`src/rtl/umlfx_consts.svh`:
```
/*
  Constants of the modem-line and FIFO-mode block: status bit
  positions, reset values, FIFO depths and trigger levels.
  Assumes it is included by bare name from the top module file.
*/
`ifndef UMLFX_CONSTS_SVH
`define UMLFX_CONSTS_SVH

// ****************************************
// Modem status register layout
// ****************************************
`define UMLFX_STAT_DCTS    0
`define UMLFX_STAT_DDSR    1
`define UMLFX_STAT_DDCD    3
`define UMLFX_STAT_CTS     4
`define UMLFX_STAT_DSR     5
`define UMLFX_STAT_DCD     7
`define UMLFX_STAT_RST     8'h00

// ****************************************
// FIFO sizing and receive thresholds
// ****************************************
`define UMLFX_DEPTH_STD    7'h10
`define UMLFX_DEPTH_EXT    7'h40
`define UMLFX_RTS_STD      7'h0e
`define UMLFX_RTS_EXT      7'h38
`define UMLFX_TRIG_STD_0   7'h01
`define UMLFX_TRIG_STD_1   7'h04
`define UMLFX_TRIG_STD_2   7'h08
`define UMLFX_TRIG_STD_3   7'h0e
`define UMLFX_TRIG_EXT_0   7'h01
`define UMLFX_TRIG_EXT_1   7'h10
`define UMLFX_TRIG_EXT_2   7'h20
`define UMLFX_TRIG_EXT_3   7'h38

`endif

```
`src/rtl/umlfx_pkg.sv`:
```
/*
  Types of the modem-line and FIFO-mode block.
  Assumes the constants header sits beside it in rtl/.
*/
package umlfx_pkg;
  // FIFO operating mode, one-hot
  typedef enum logic [1:0]
  {
    UMLFX_MODE_STD = 2'b01,
    UMLFX_MODE_EXT = 2'b10
  } umlfx_mode_t;
endpackage

```
`src/rtl/umlfx_top.sv`:
```
/*
  Modem-line and FIFO-mode logic of a serial port: 16x baud clock,
  modem status register with change flags, DTR, FIFO sizing and
  automatic RTS. Assumes all inputs are synchronous to I_CLK_SYS
  and that the reference clock is slow enough to be edge sampled.
*/
`timescale 1ns/1ns
`include "umlfx_consts.svh"

module umlfx_top
#(
  parameter int DIV_W = 16
)
(
  // Clock and reset
  input  wire logic             I_CLK_SYS,
  input  wire logic             I_RST,
  // Baud generator
  input  wire logic             i_REF_CLK,
  input  wire logic [DIV_W-1:0] i_DIVISOR,
  output logic                  o_BAUD_CLK_N,
  // Modem lines, active low
  input  wire logic             i_CTS_N,
  input  wire logic             i_DCD_N,
  input  wire logic             i_DSR_N,
  output logic                  o_DTR_N,
  output logic                  o_RTS_N,
  // Status register and interrupt
  input  wire logic             i_STATUS_RD,
  input  wire logic             i_MSI_EN,
  output logic [7:0]            o_MODEM_STATUS,
  output logic                  o_MSI_IRQ,
  // Control bits
  input  wire logic             i_DTR_BIT,
  input  wire logic             i_RTS_BIT,
  input  wire logic             i_LOOP,
  // FIFO configuration
  input  wire logic             i_FIFO_EXTEND,
  input  wire logic             i_FIFO_EXT64,
  input  wire logic             i_FIFO_AUTO_RTS,
  input  wire logic [1:0]       i_RX_TRIG_SEL,
  input  wire logic [6:0]       i_RX_LEVEL,
  output umlfx_pkg::umlfx_mode_t o_FIFO_MODE,
  output logic [6:0]            o_FIFO_DEPTH,
  output logic [6:0]            o_RX_TRIG_LEVEL,
  output logic                  o_AUTO_RTS_ON
);
  import umlfx_pkg::*;

  // ****************************************
  // Helpers
  // ****************************************
  function automatic logic [6:0] trig_of(input logic [1:0] sel,
                                         input logic       ext);
    logic [6:0] t;
    t = `UMLFX_TRIG_STD_0;
    case (sel)
      2'h0:    t = ext ? `UMLFX_TRIG_EXT_0 : `UMLFX_TRIG_STD_0;
      2'h1:    t = ext ? `UMLFX_TRIG_EXT_1 : `UMLFX_TRIG_STD_1;
      2'h2:    t = ext ? `UMLFX_TRIG_EXT_2 : `UMLFX_TRIG_STD_2;
      2'h3:    t = ext ? `UMLFX_TRIG_EXT_3 : `UMLFX_TRIG_STD_3;
      default: t = `UMLFX_TRIG_STD_0;
    endcase
    return t;
  endfunction

  // ****************************************
  // Baud generator
  // ****************************************
  logic             ref_q;
  logic [DIV_W-1:0] baud_cnt;
  logic             baud_n;
  logic             next_ref_q;
  logic [DIV_W-1:0] next_baud_cnt;
  logic             next_baud_n;
  logic             ref_rise;

  assign ref_rise = i_REF_CLK & ~ref_q;

  // Low for one reference period out of every divisor periods
  always_comb
  begin
    next_ref_q    = i_REF_CLK;
    next_baud_cnt = baud_cnt;
    next_baud_n   = baud_n;
    if (i_DIVISOR == '0)
    begin
      // Zero divisor stops the clock rather than dividing by 2^n
      next_baud_cnt = '0;
      next_baud_n   = 1'b1;
    end
    else if (ref_rise)
    begin
      if (baud_cnt >= i_DIVISOR - DIV_W'(1))
      begin
        next_baud_cnt = '0;
        next_baud_n   = 1'b0;
      end
      else
      begin
        next_baud_cnt = baud_cnt + DIV_W'(1);
        next_baud_n   = 1'b1;
      end
    end
  end

  always_ff @(posedge I_CLK_SYS)
  begin
    if (I_RST)
    begin
      ref_q    <= 1'b0;
      baud_cnt <= '0;
      baud_n   <= 1'b1;
    end
    else
    begin
      ref_q    <= next_ref_q;
      baud_cnt <= next_baud_cnt;
      baud_n   <= next_baud_n;
    end
  end

  assign o_BAUD_CLK_N = baud_n;

  // ****************************************
  // Modem status register
  // ****************************************
  logic [2:0] line;      // {dcd, dsr, cts}, active high
  logic [2:0] line_q;
  logic [2:0] delta;
  logic       primed;
  logic [2:0] next_line_q;
  logic [2:0] next_delta;
  logic       next_primed;
  logic       next_irq;
  logic [2:0] chg;
  logic       irq;

  assign line = {~i_DCD_N, ~i_DSR_N, ~i_CTS_N};
  // First sample after reset only primes, so no false change flags
  assign chg  = primed ? (line ^ line_q) : 3'h0;

  always_comb
  begin
    next_line_q = line;
    next_primed = 1'b1;
    // Set beats clear so a change at the read is not lost
    next_delta  = (delta & ~{3{i_STATUS_RD}}) | chg;
    next_irq    = i_MSI_EN & (|next_delta);
  end

  always_ff @(posedge I_CLK_SYS)
  begin
    if (I_RST)
    begin
      // Idle lines read inactive, so status is all zero in reset
      line_q <= 3'h0;
      delta  <= 3'h0;
      primed <= 1'b0;
      irq    <= 1'b0;
    end
    else
    begin
      line_q <= next_line_q;
      delta  <= next_delta;
      primed <= next_primed;
      irq    <= next_irq;
    end
  end

  always_comb
  begin
    o_MODEM_STATUS                    = `UMLFX_STAT_RST;
    o_MODEM_STATUS[`UMLFX_STAT_CTS]   = line_q[0];
    o_MODEM_STATUS[`UMLFX_STAT_DSR]   = line_q[1];
    o_MODEM_STATUS[`UMLFX_STAT_DCD]   = line_q[2];
    o_MODEM_STATUS[`UMLFX_STAT_DCTS]  = delta[0];
    o_MODEM_STATUS[`UMLFX_STAT_DDSR]  = delta[1];
    o_MODEM_STATUS[`UMLFX_STAT_DDCD]  = delta[2];
  end

  assign o_MSI_IRQ = irq;

  // ****************************************
  // Modem control outputs and FIFO mode
  // ****************************************
  logic        dtr_n;
  logic        rts_n;
  logic        auto_rts;
  umlfx_mode_t mode;
  logic [6:0]  depth;
  logic [6:0]  trig;
  logic        next_dtr_n;
  logic        next_rts_n;
  logic        next_auto_rts;
  umlfx_mode_t next_mode;
  logic [6:0]  next_depth;
  logic [6:0]  next_trig;
  logic [6:0]  rts_thr;
  logic        ext;

  always_comb
  begin
    ext           = ~i_FIFO_EXTEND & i_FIFO_EXT64;
    next_mode     = ext ? UMLFX_MODE_EXT : UMLFX_MODE_STD;
    next_depth    = ext ? `UMLFX_DEPTH_EXT : `UMLFX_DEPTH_STD;
    next_trig     = trig_of(i_RX_TRIG_SEL, ext);
    next_auto_rts = ~i_FIFO_EXTEND & i_FIFO_AUTO_RTS;
    rts_thr       = ext ? `UMLFX_RTS_EXT : `UMLFX_RTS_STD;
    next_dtr_n    = ~(i_DTR_BIT & ~i_LOOP);
    // Loop mode keeps the modem lines quiet
    next_rts_n    = ~(i_RTS_BIT & ~i_LOOP);
    if (next_auto_rts && (i_RX_LEVEL >= rts_thr))
    begin
      next_rts_n = 1'b1;
    end
  end

  always_ff @(posedge I_CLK_SYS)
  begin
    if (I_RST)
    begin
      dtr_n    <= 1'b1;
      rts_n    <= 1'b1;
      auto_rts <= 1'b0;
      mode     <= UMLFX_MODE_STD;
      depth    <= `UMLFX_DEPTH_STD;
      trig     <= `UMLFX_TRIG_STD_0;
    end
    else
    begin
      dtr_n    <= next_dtr_n;
      rts_n    <= next_rts_n;
      auto_rts <= next_auto_rts;
      mode     <= next_mode;
      depth    <= next_depth;
      trig     <= next_trig;
    end
  end

  assign o_DTR_N         = dtr_n;
  assign o_RTS_N         = rts_n;
  assign o_AUTO_RTS_ON   = auto_rts;
  assign o_FIFO_MODE     = mode;
  assign o_FIFO_DEPTH    = depth;
  assign o_RX_TRIG_LEVEL = trig;
endmodule

```
`config.mk`:
```
export PLATFORM = sky130hd
export DESIGN_NAME = umlfx_top
export DESIGN_NICKNAME = d
export VERILOG_FILES = /design/src/rtl/umlfx_pkg.sv /design/src/rtl/umlfx_top.sv
export VERILOG_INCLUDE_DIRS = /design/src /design/src/rtl
export SDC_FILE = /design/constraint.sdc
export NUM_CORES = 1
export LEC_CHECK = 0
export BUFFER_PORTS_ARGS = -buffer_cell sky130_fd_sc_hd__buf_2
export CAP_MARGIN = 20
export CORE_ASPECT_RATIO = 1.2
export CORE_MARGIN = 2
export CORE_UTILIZATION = 55
export DETAILED_ROUTE_END_ITERATION = 6
export GPL_TIMING_DRIVEN = 0
export PLACE_DENSITY = 0.9
export SYNTH_ARGS = -nofsm -noshare
export SYNTH_HDL_FRONTEND = slang
export SYNTH_SLANG_ARGS = --single-unit
export TNS_END_PERCENT = 10
```
`constraint.sdc`:
```
create_clock -name I_CLK_SYS -period 7.4 [get_ports I_CLK_SYS]
set_input_delay 0.37 -clock I_CLK_SYS [delete_from_list [all_inputs] [get_ports I_CLK_SYS]]
set_output_delay 0.37 -clock I_CLK_SYS [all_outputs]
set_load 0.05 [all_outputs]
```
==> impl_metrics.yaml <==
run:
  cap_violations: 0
placed_design:
  gp_congestion: 0.824
  hpwl_microns: 3940
  port-buffer-count: 59
global_route:
  antenna_found_initial: 0
  grt_max_degree: 13
  grt_pass1_wl_microns: 8120
  grt_pass1_vias: 2004
  grt_remaining_overflow: 0
  grt_use_total: 0.239
yosys:
  avgSynthCellArea_sq_um: 8.55
  synth_seq_cells: 37
  ys_types: 41
  synth_seq_area_share: 0.336
  synth_cells: 258
  synth_warnings: 0
  syn-cell-area_sq_mm: 0.00221
finish:
  syn_to_final_growth_pct: 22.7
  final_core_util: 0.692
  fin_nets: 392
  num_antenna_cells: 0
  layout-drive-gt1-share: 0.259
worst_setup_path:
  crit_slowest_cell: "or4b_4"
  reg2reg_from: "baud_cnt[1]$_SDFFE_PP0P_"
  crit_path_start_kind: "input pin"
  cp.required_ns: 7.64
  critPathMaxStageDelay_ns: 0.58
  reg2reg_setup_slack_ns: 4.87
  worstSetupEndpointType: "register"
  cp_common_cell: "nor4_1"
  path_cells: "buf_2, nor4_1, or4b_4, nor4_1, nor3b_1, xnor2_1, ha_1, o21ai_0, nor2_1, nor3_1, nand4_2, buf_2, nor4_1, a21o_1"
  crit_path_end: "baud_cnt[5]$_SDFFE_PP0P_"
  crit_buf_inv: 2
  cp-startpoint: "i_DIVISOR[5]"
  r2r-end: "baud_cnt[5]$_SDFFE_PP0P_"
  critPathMaxFanout: 10
  cp.arrival_ns: 4.13
  cpLargestDelayFamily: "simple AND/OR/NAND/NOR gates"
  crit_type: "in -> reg"
  r2r_cells: 8
  path_depth: 14
hold_path:
  min_from: "i_DTR_BIT"
  hp-class: "in -> reg"
clock_tree:
  cts.sinks: 37
  htree_num_levels: 2
  cts_hold_buf: 0
  clock_latency_ns: 0.30
  cts_made_buffers: 5
  root_buffer: "clkbuf_8"
  cts_tree: "built"
  clkTransAtPathRegs_ns: 0.07
  postCtsResizedCells: 0
  cts_buffer_depth: 2
  post_cts_buffers: 0
power_and_ir_drop:
  leakagePower_nw: 1.29
  swShare: 0.295
  power_frac_seq: 0.435
  clock_power_share: 0.362
  p_per_area_mw_per_mm2: 179
  share_comb_of_total_power: 0.203
  internal-power_mw: 0.342
  irDropWorstVdd_v: 0.000136
  p_sw_mw: 0.143
route:
  wl_per_cell_microns: 13.3
  drc: 0
  routed_wl_microns: 5140
  vias_per_cell: 5.49
  drt_first_pass_iters: 4
  dr.first_iter.drc_count: 60
  vias: 2120
  postRouteAntennaNets: 0
sta:
  skew_ns: 0.00674
  setup-tns-final_ns: 0
  hold_viol: 0
  fmax_mhz: 257
  fin_crit_sh: 0.526
  slew_viol_final: 0
  period_needed_ns: 3.89
  relSlewSlack: 0.589
  rsz0062_at_grt: "no"
  setup_viol: 0
  worst-slew-pin-transition_ns: 0.608
floorplanning:
  start_util: 0.564
  dieArea_sq_mm: 0.00454
  die_w_microns: 61.8
  dieHeight_microns: 73.4
  rows: 25
  fp.coreArea_sq_mm: 0.00391
  io_pins: 68
outcome:
  outcome: "completed"
[layer usage]
metal | vias to the layer above | GRT usage | part of all wire
li1 | 1045 | - | -
met1 | 984 | 0.251 | 0.38
met2 | 79 | 0.427 | 0.53
met3 | 12 | 0.0669 | 0.063
met4 | 0 | 0.106 | 0.024
met5 | - | 0 | 0
[cells in the final DEF, fill, tap and decap left out, types with 6 or more instances in the layout]
master	instances
o21ai_0	13
nor2b_1	6
nor3_1	6
ha_1	22
dfxtp_1	37
conb_1	8
xnor2_1	17
nand2_1	27
nor2_1	23
buf_4	10
nand3_1	9
buf_2	61
and3_1	8
inv_1	8
a21oi_1	12
[metrics by stage]
stage          setup slack (ns)  cell area (sq um)  total power [mW]  hold WS, ns  std cells
3_3_place_gp               3.40               2590             0.309        0.447        378
5_1_grt                    3.25               2710             0.503        0.242        386
6_report                   3.51               2710             0.485        0.244        386
2_1_floorplan              3.97               2230             0.283        0.432        265
4_1_cts                    3.53               2710             0.485        0.246        386
3_5_place_dp               3.29               2590             0.312        0.470        378
[synthesized netlist by cell type, drive strengths merged]
cell / instances / area (sq um)
a211oi: 2 / 15.0
a21o: 5 / 37.5
a21oi: 12 / 60.1
a221o: 1 / 10.0
a22o: 1 / 10.0
a2bb2oi: 1 / 8.76
a31oi: 1 / 6.26
and2: 4 / 27.5
and3: 8 / 50.1
buf: 13 / 96.3
clkbuf: 1 / 3.75
conb: 1 / 3.75
dfxtp: 37 / 741
ha: 22 / 275
inv: 8 / 30.0
nand2: 27 / 101
nand2b: 5 / 31.3
nand3: 9 / 45.0
nand4: 4 / 31.3
nor2: 23 / 86.3
nor2b: 6 / 37.5
nor3: 6 / 30.0
nor3b: 5 / 37.5
nor4: 5 / 31.3
o211a: 1 / 10.0
o211ai: 3 / 22.5
o21a: 2 / 22.5
o21ai: 13 / 65.1
o21bai: 1 / 7.51
o22a: 2 / 17.5
o311ai: 1 / 8.76
or3: 4 / 25.0
or4: 2 / 22.5
or4b: 1 / 13.8
xnor2: 17 / 149
xor2: 4 / 35.0
[flip-flops by register name, summed over array words and instances, names as in the netlist, 2 cells and up]
| name | cells |
|---|---|
| line_q | 3 |
| baud_cnt | 16 |
| o_FIFO_MODE | 2 |
| delta | 3 |
| o_RX_TRIG_LEVEL | 6 |
[worst min path at each step]
stage / to / slack, ns / depth (start not counted)
after floorplan: o_DTR_N$_SDFF_PP1_ / 0.43 / 1
after global placement: o_BAUD_CLK_N$_SDFFE_PP1P_ / 0.45 / 2
after detailed placement: o_BAUD_CLK_N$_SDFFE_PP1P_ / 0.47 / 2
after CTS: o_DTR_N$_SDFF_PP1_ / 0.25 / 2
after global routing: o_DTR_N$_SDFF_PP1_ / 0.24 / 2
final: o_DTR_N$_SDFF_PP1_ / 0.24 / 2
[kinds of logic after synthesis]
family	Yosys count	synth area share
flip-flops	37	0.336
adder cells (fa/ha/maj)	22	0.125
other	1	0.00170
AO/OA/AOI/OAI	46	0.137
XOR/XNOR	21	0.0834
buffers and inverters	22	0.0590
AND/OR/NAND/NOR	109	0.259
[power groups by stage]
| stage | Clock (mW) | Combinational (mW) | Sequential (mW) |
|---|---|---|---|
| floorplan | 0 | 0.0498 | 0.233 |
| global placement | 0 | 0.0936 | 0.215 |
| detailed placement | 0 | 0.0969 | 0.215 |
| CTS | 0.176 | 0.0981 | 0.211 |
| global route | 0.185 | 0.106 | 0.212 |
| finish | 0.176 | 0.0985 | 0.211 |
[cell type report]
cell class,count,area (sq um)
plain buffers,14,100
clock buffers,6,72.6
clock inverters,2,38.8
fillers,294,1200
inverters,8,30.0
multi-input cells,206,1360
flip-flops and latches,37,741
well taps,54,67.6
repair buffers,59,295
(Power assumes the default switching activity.)
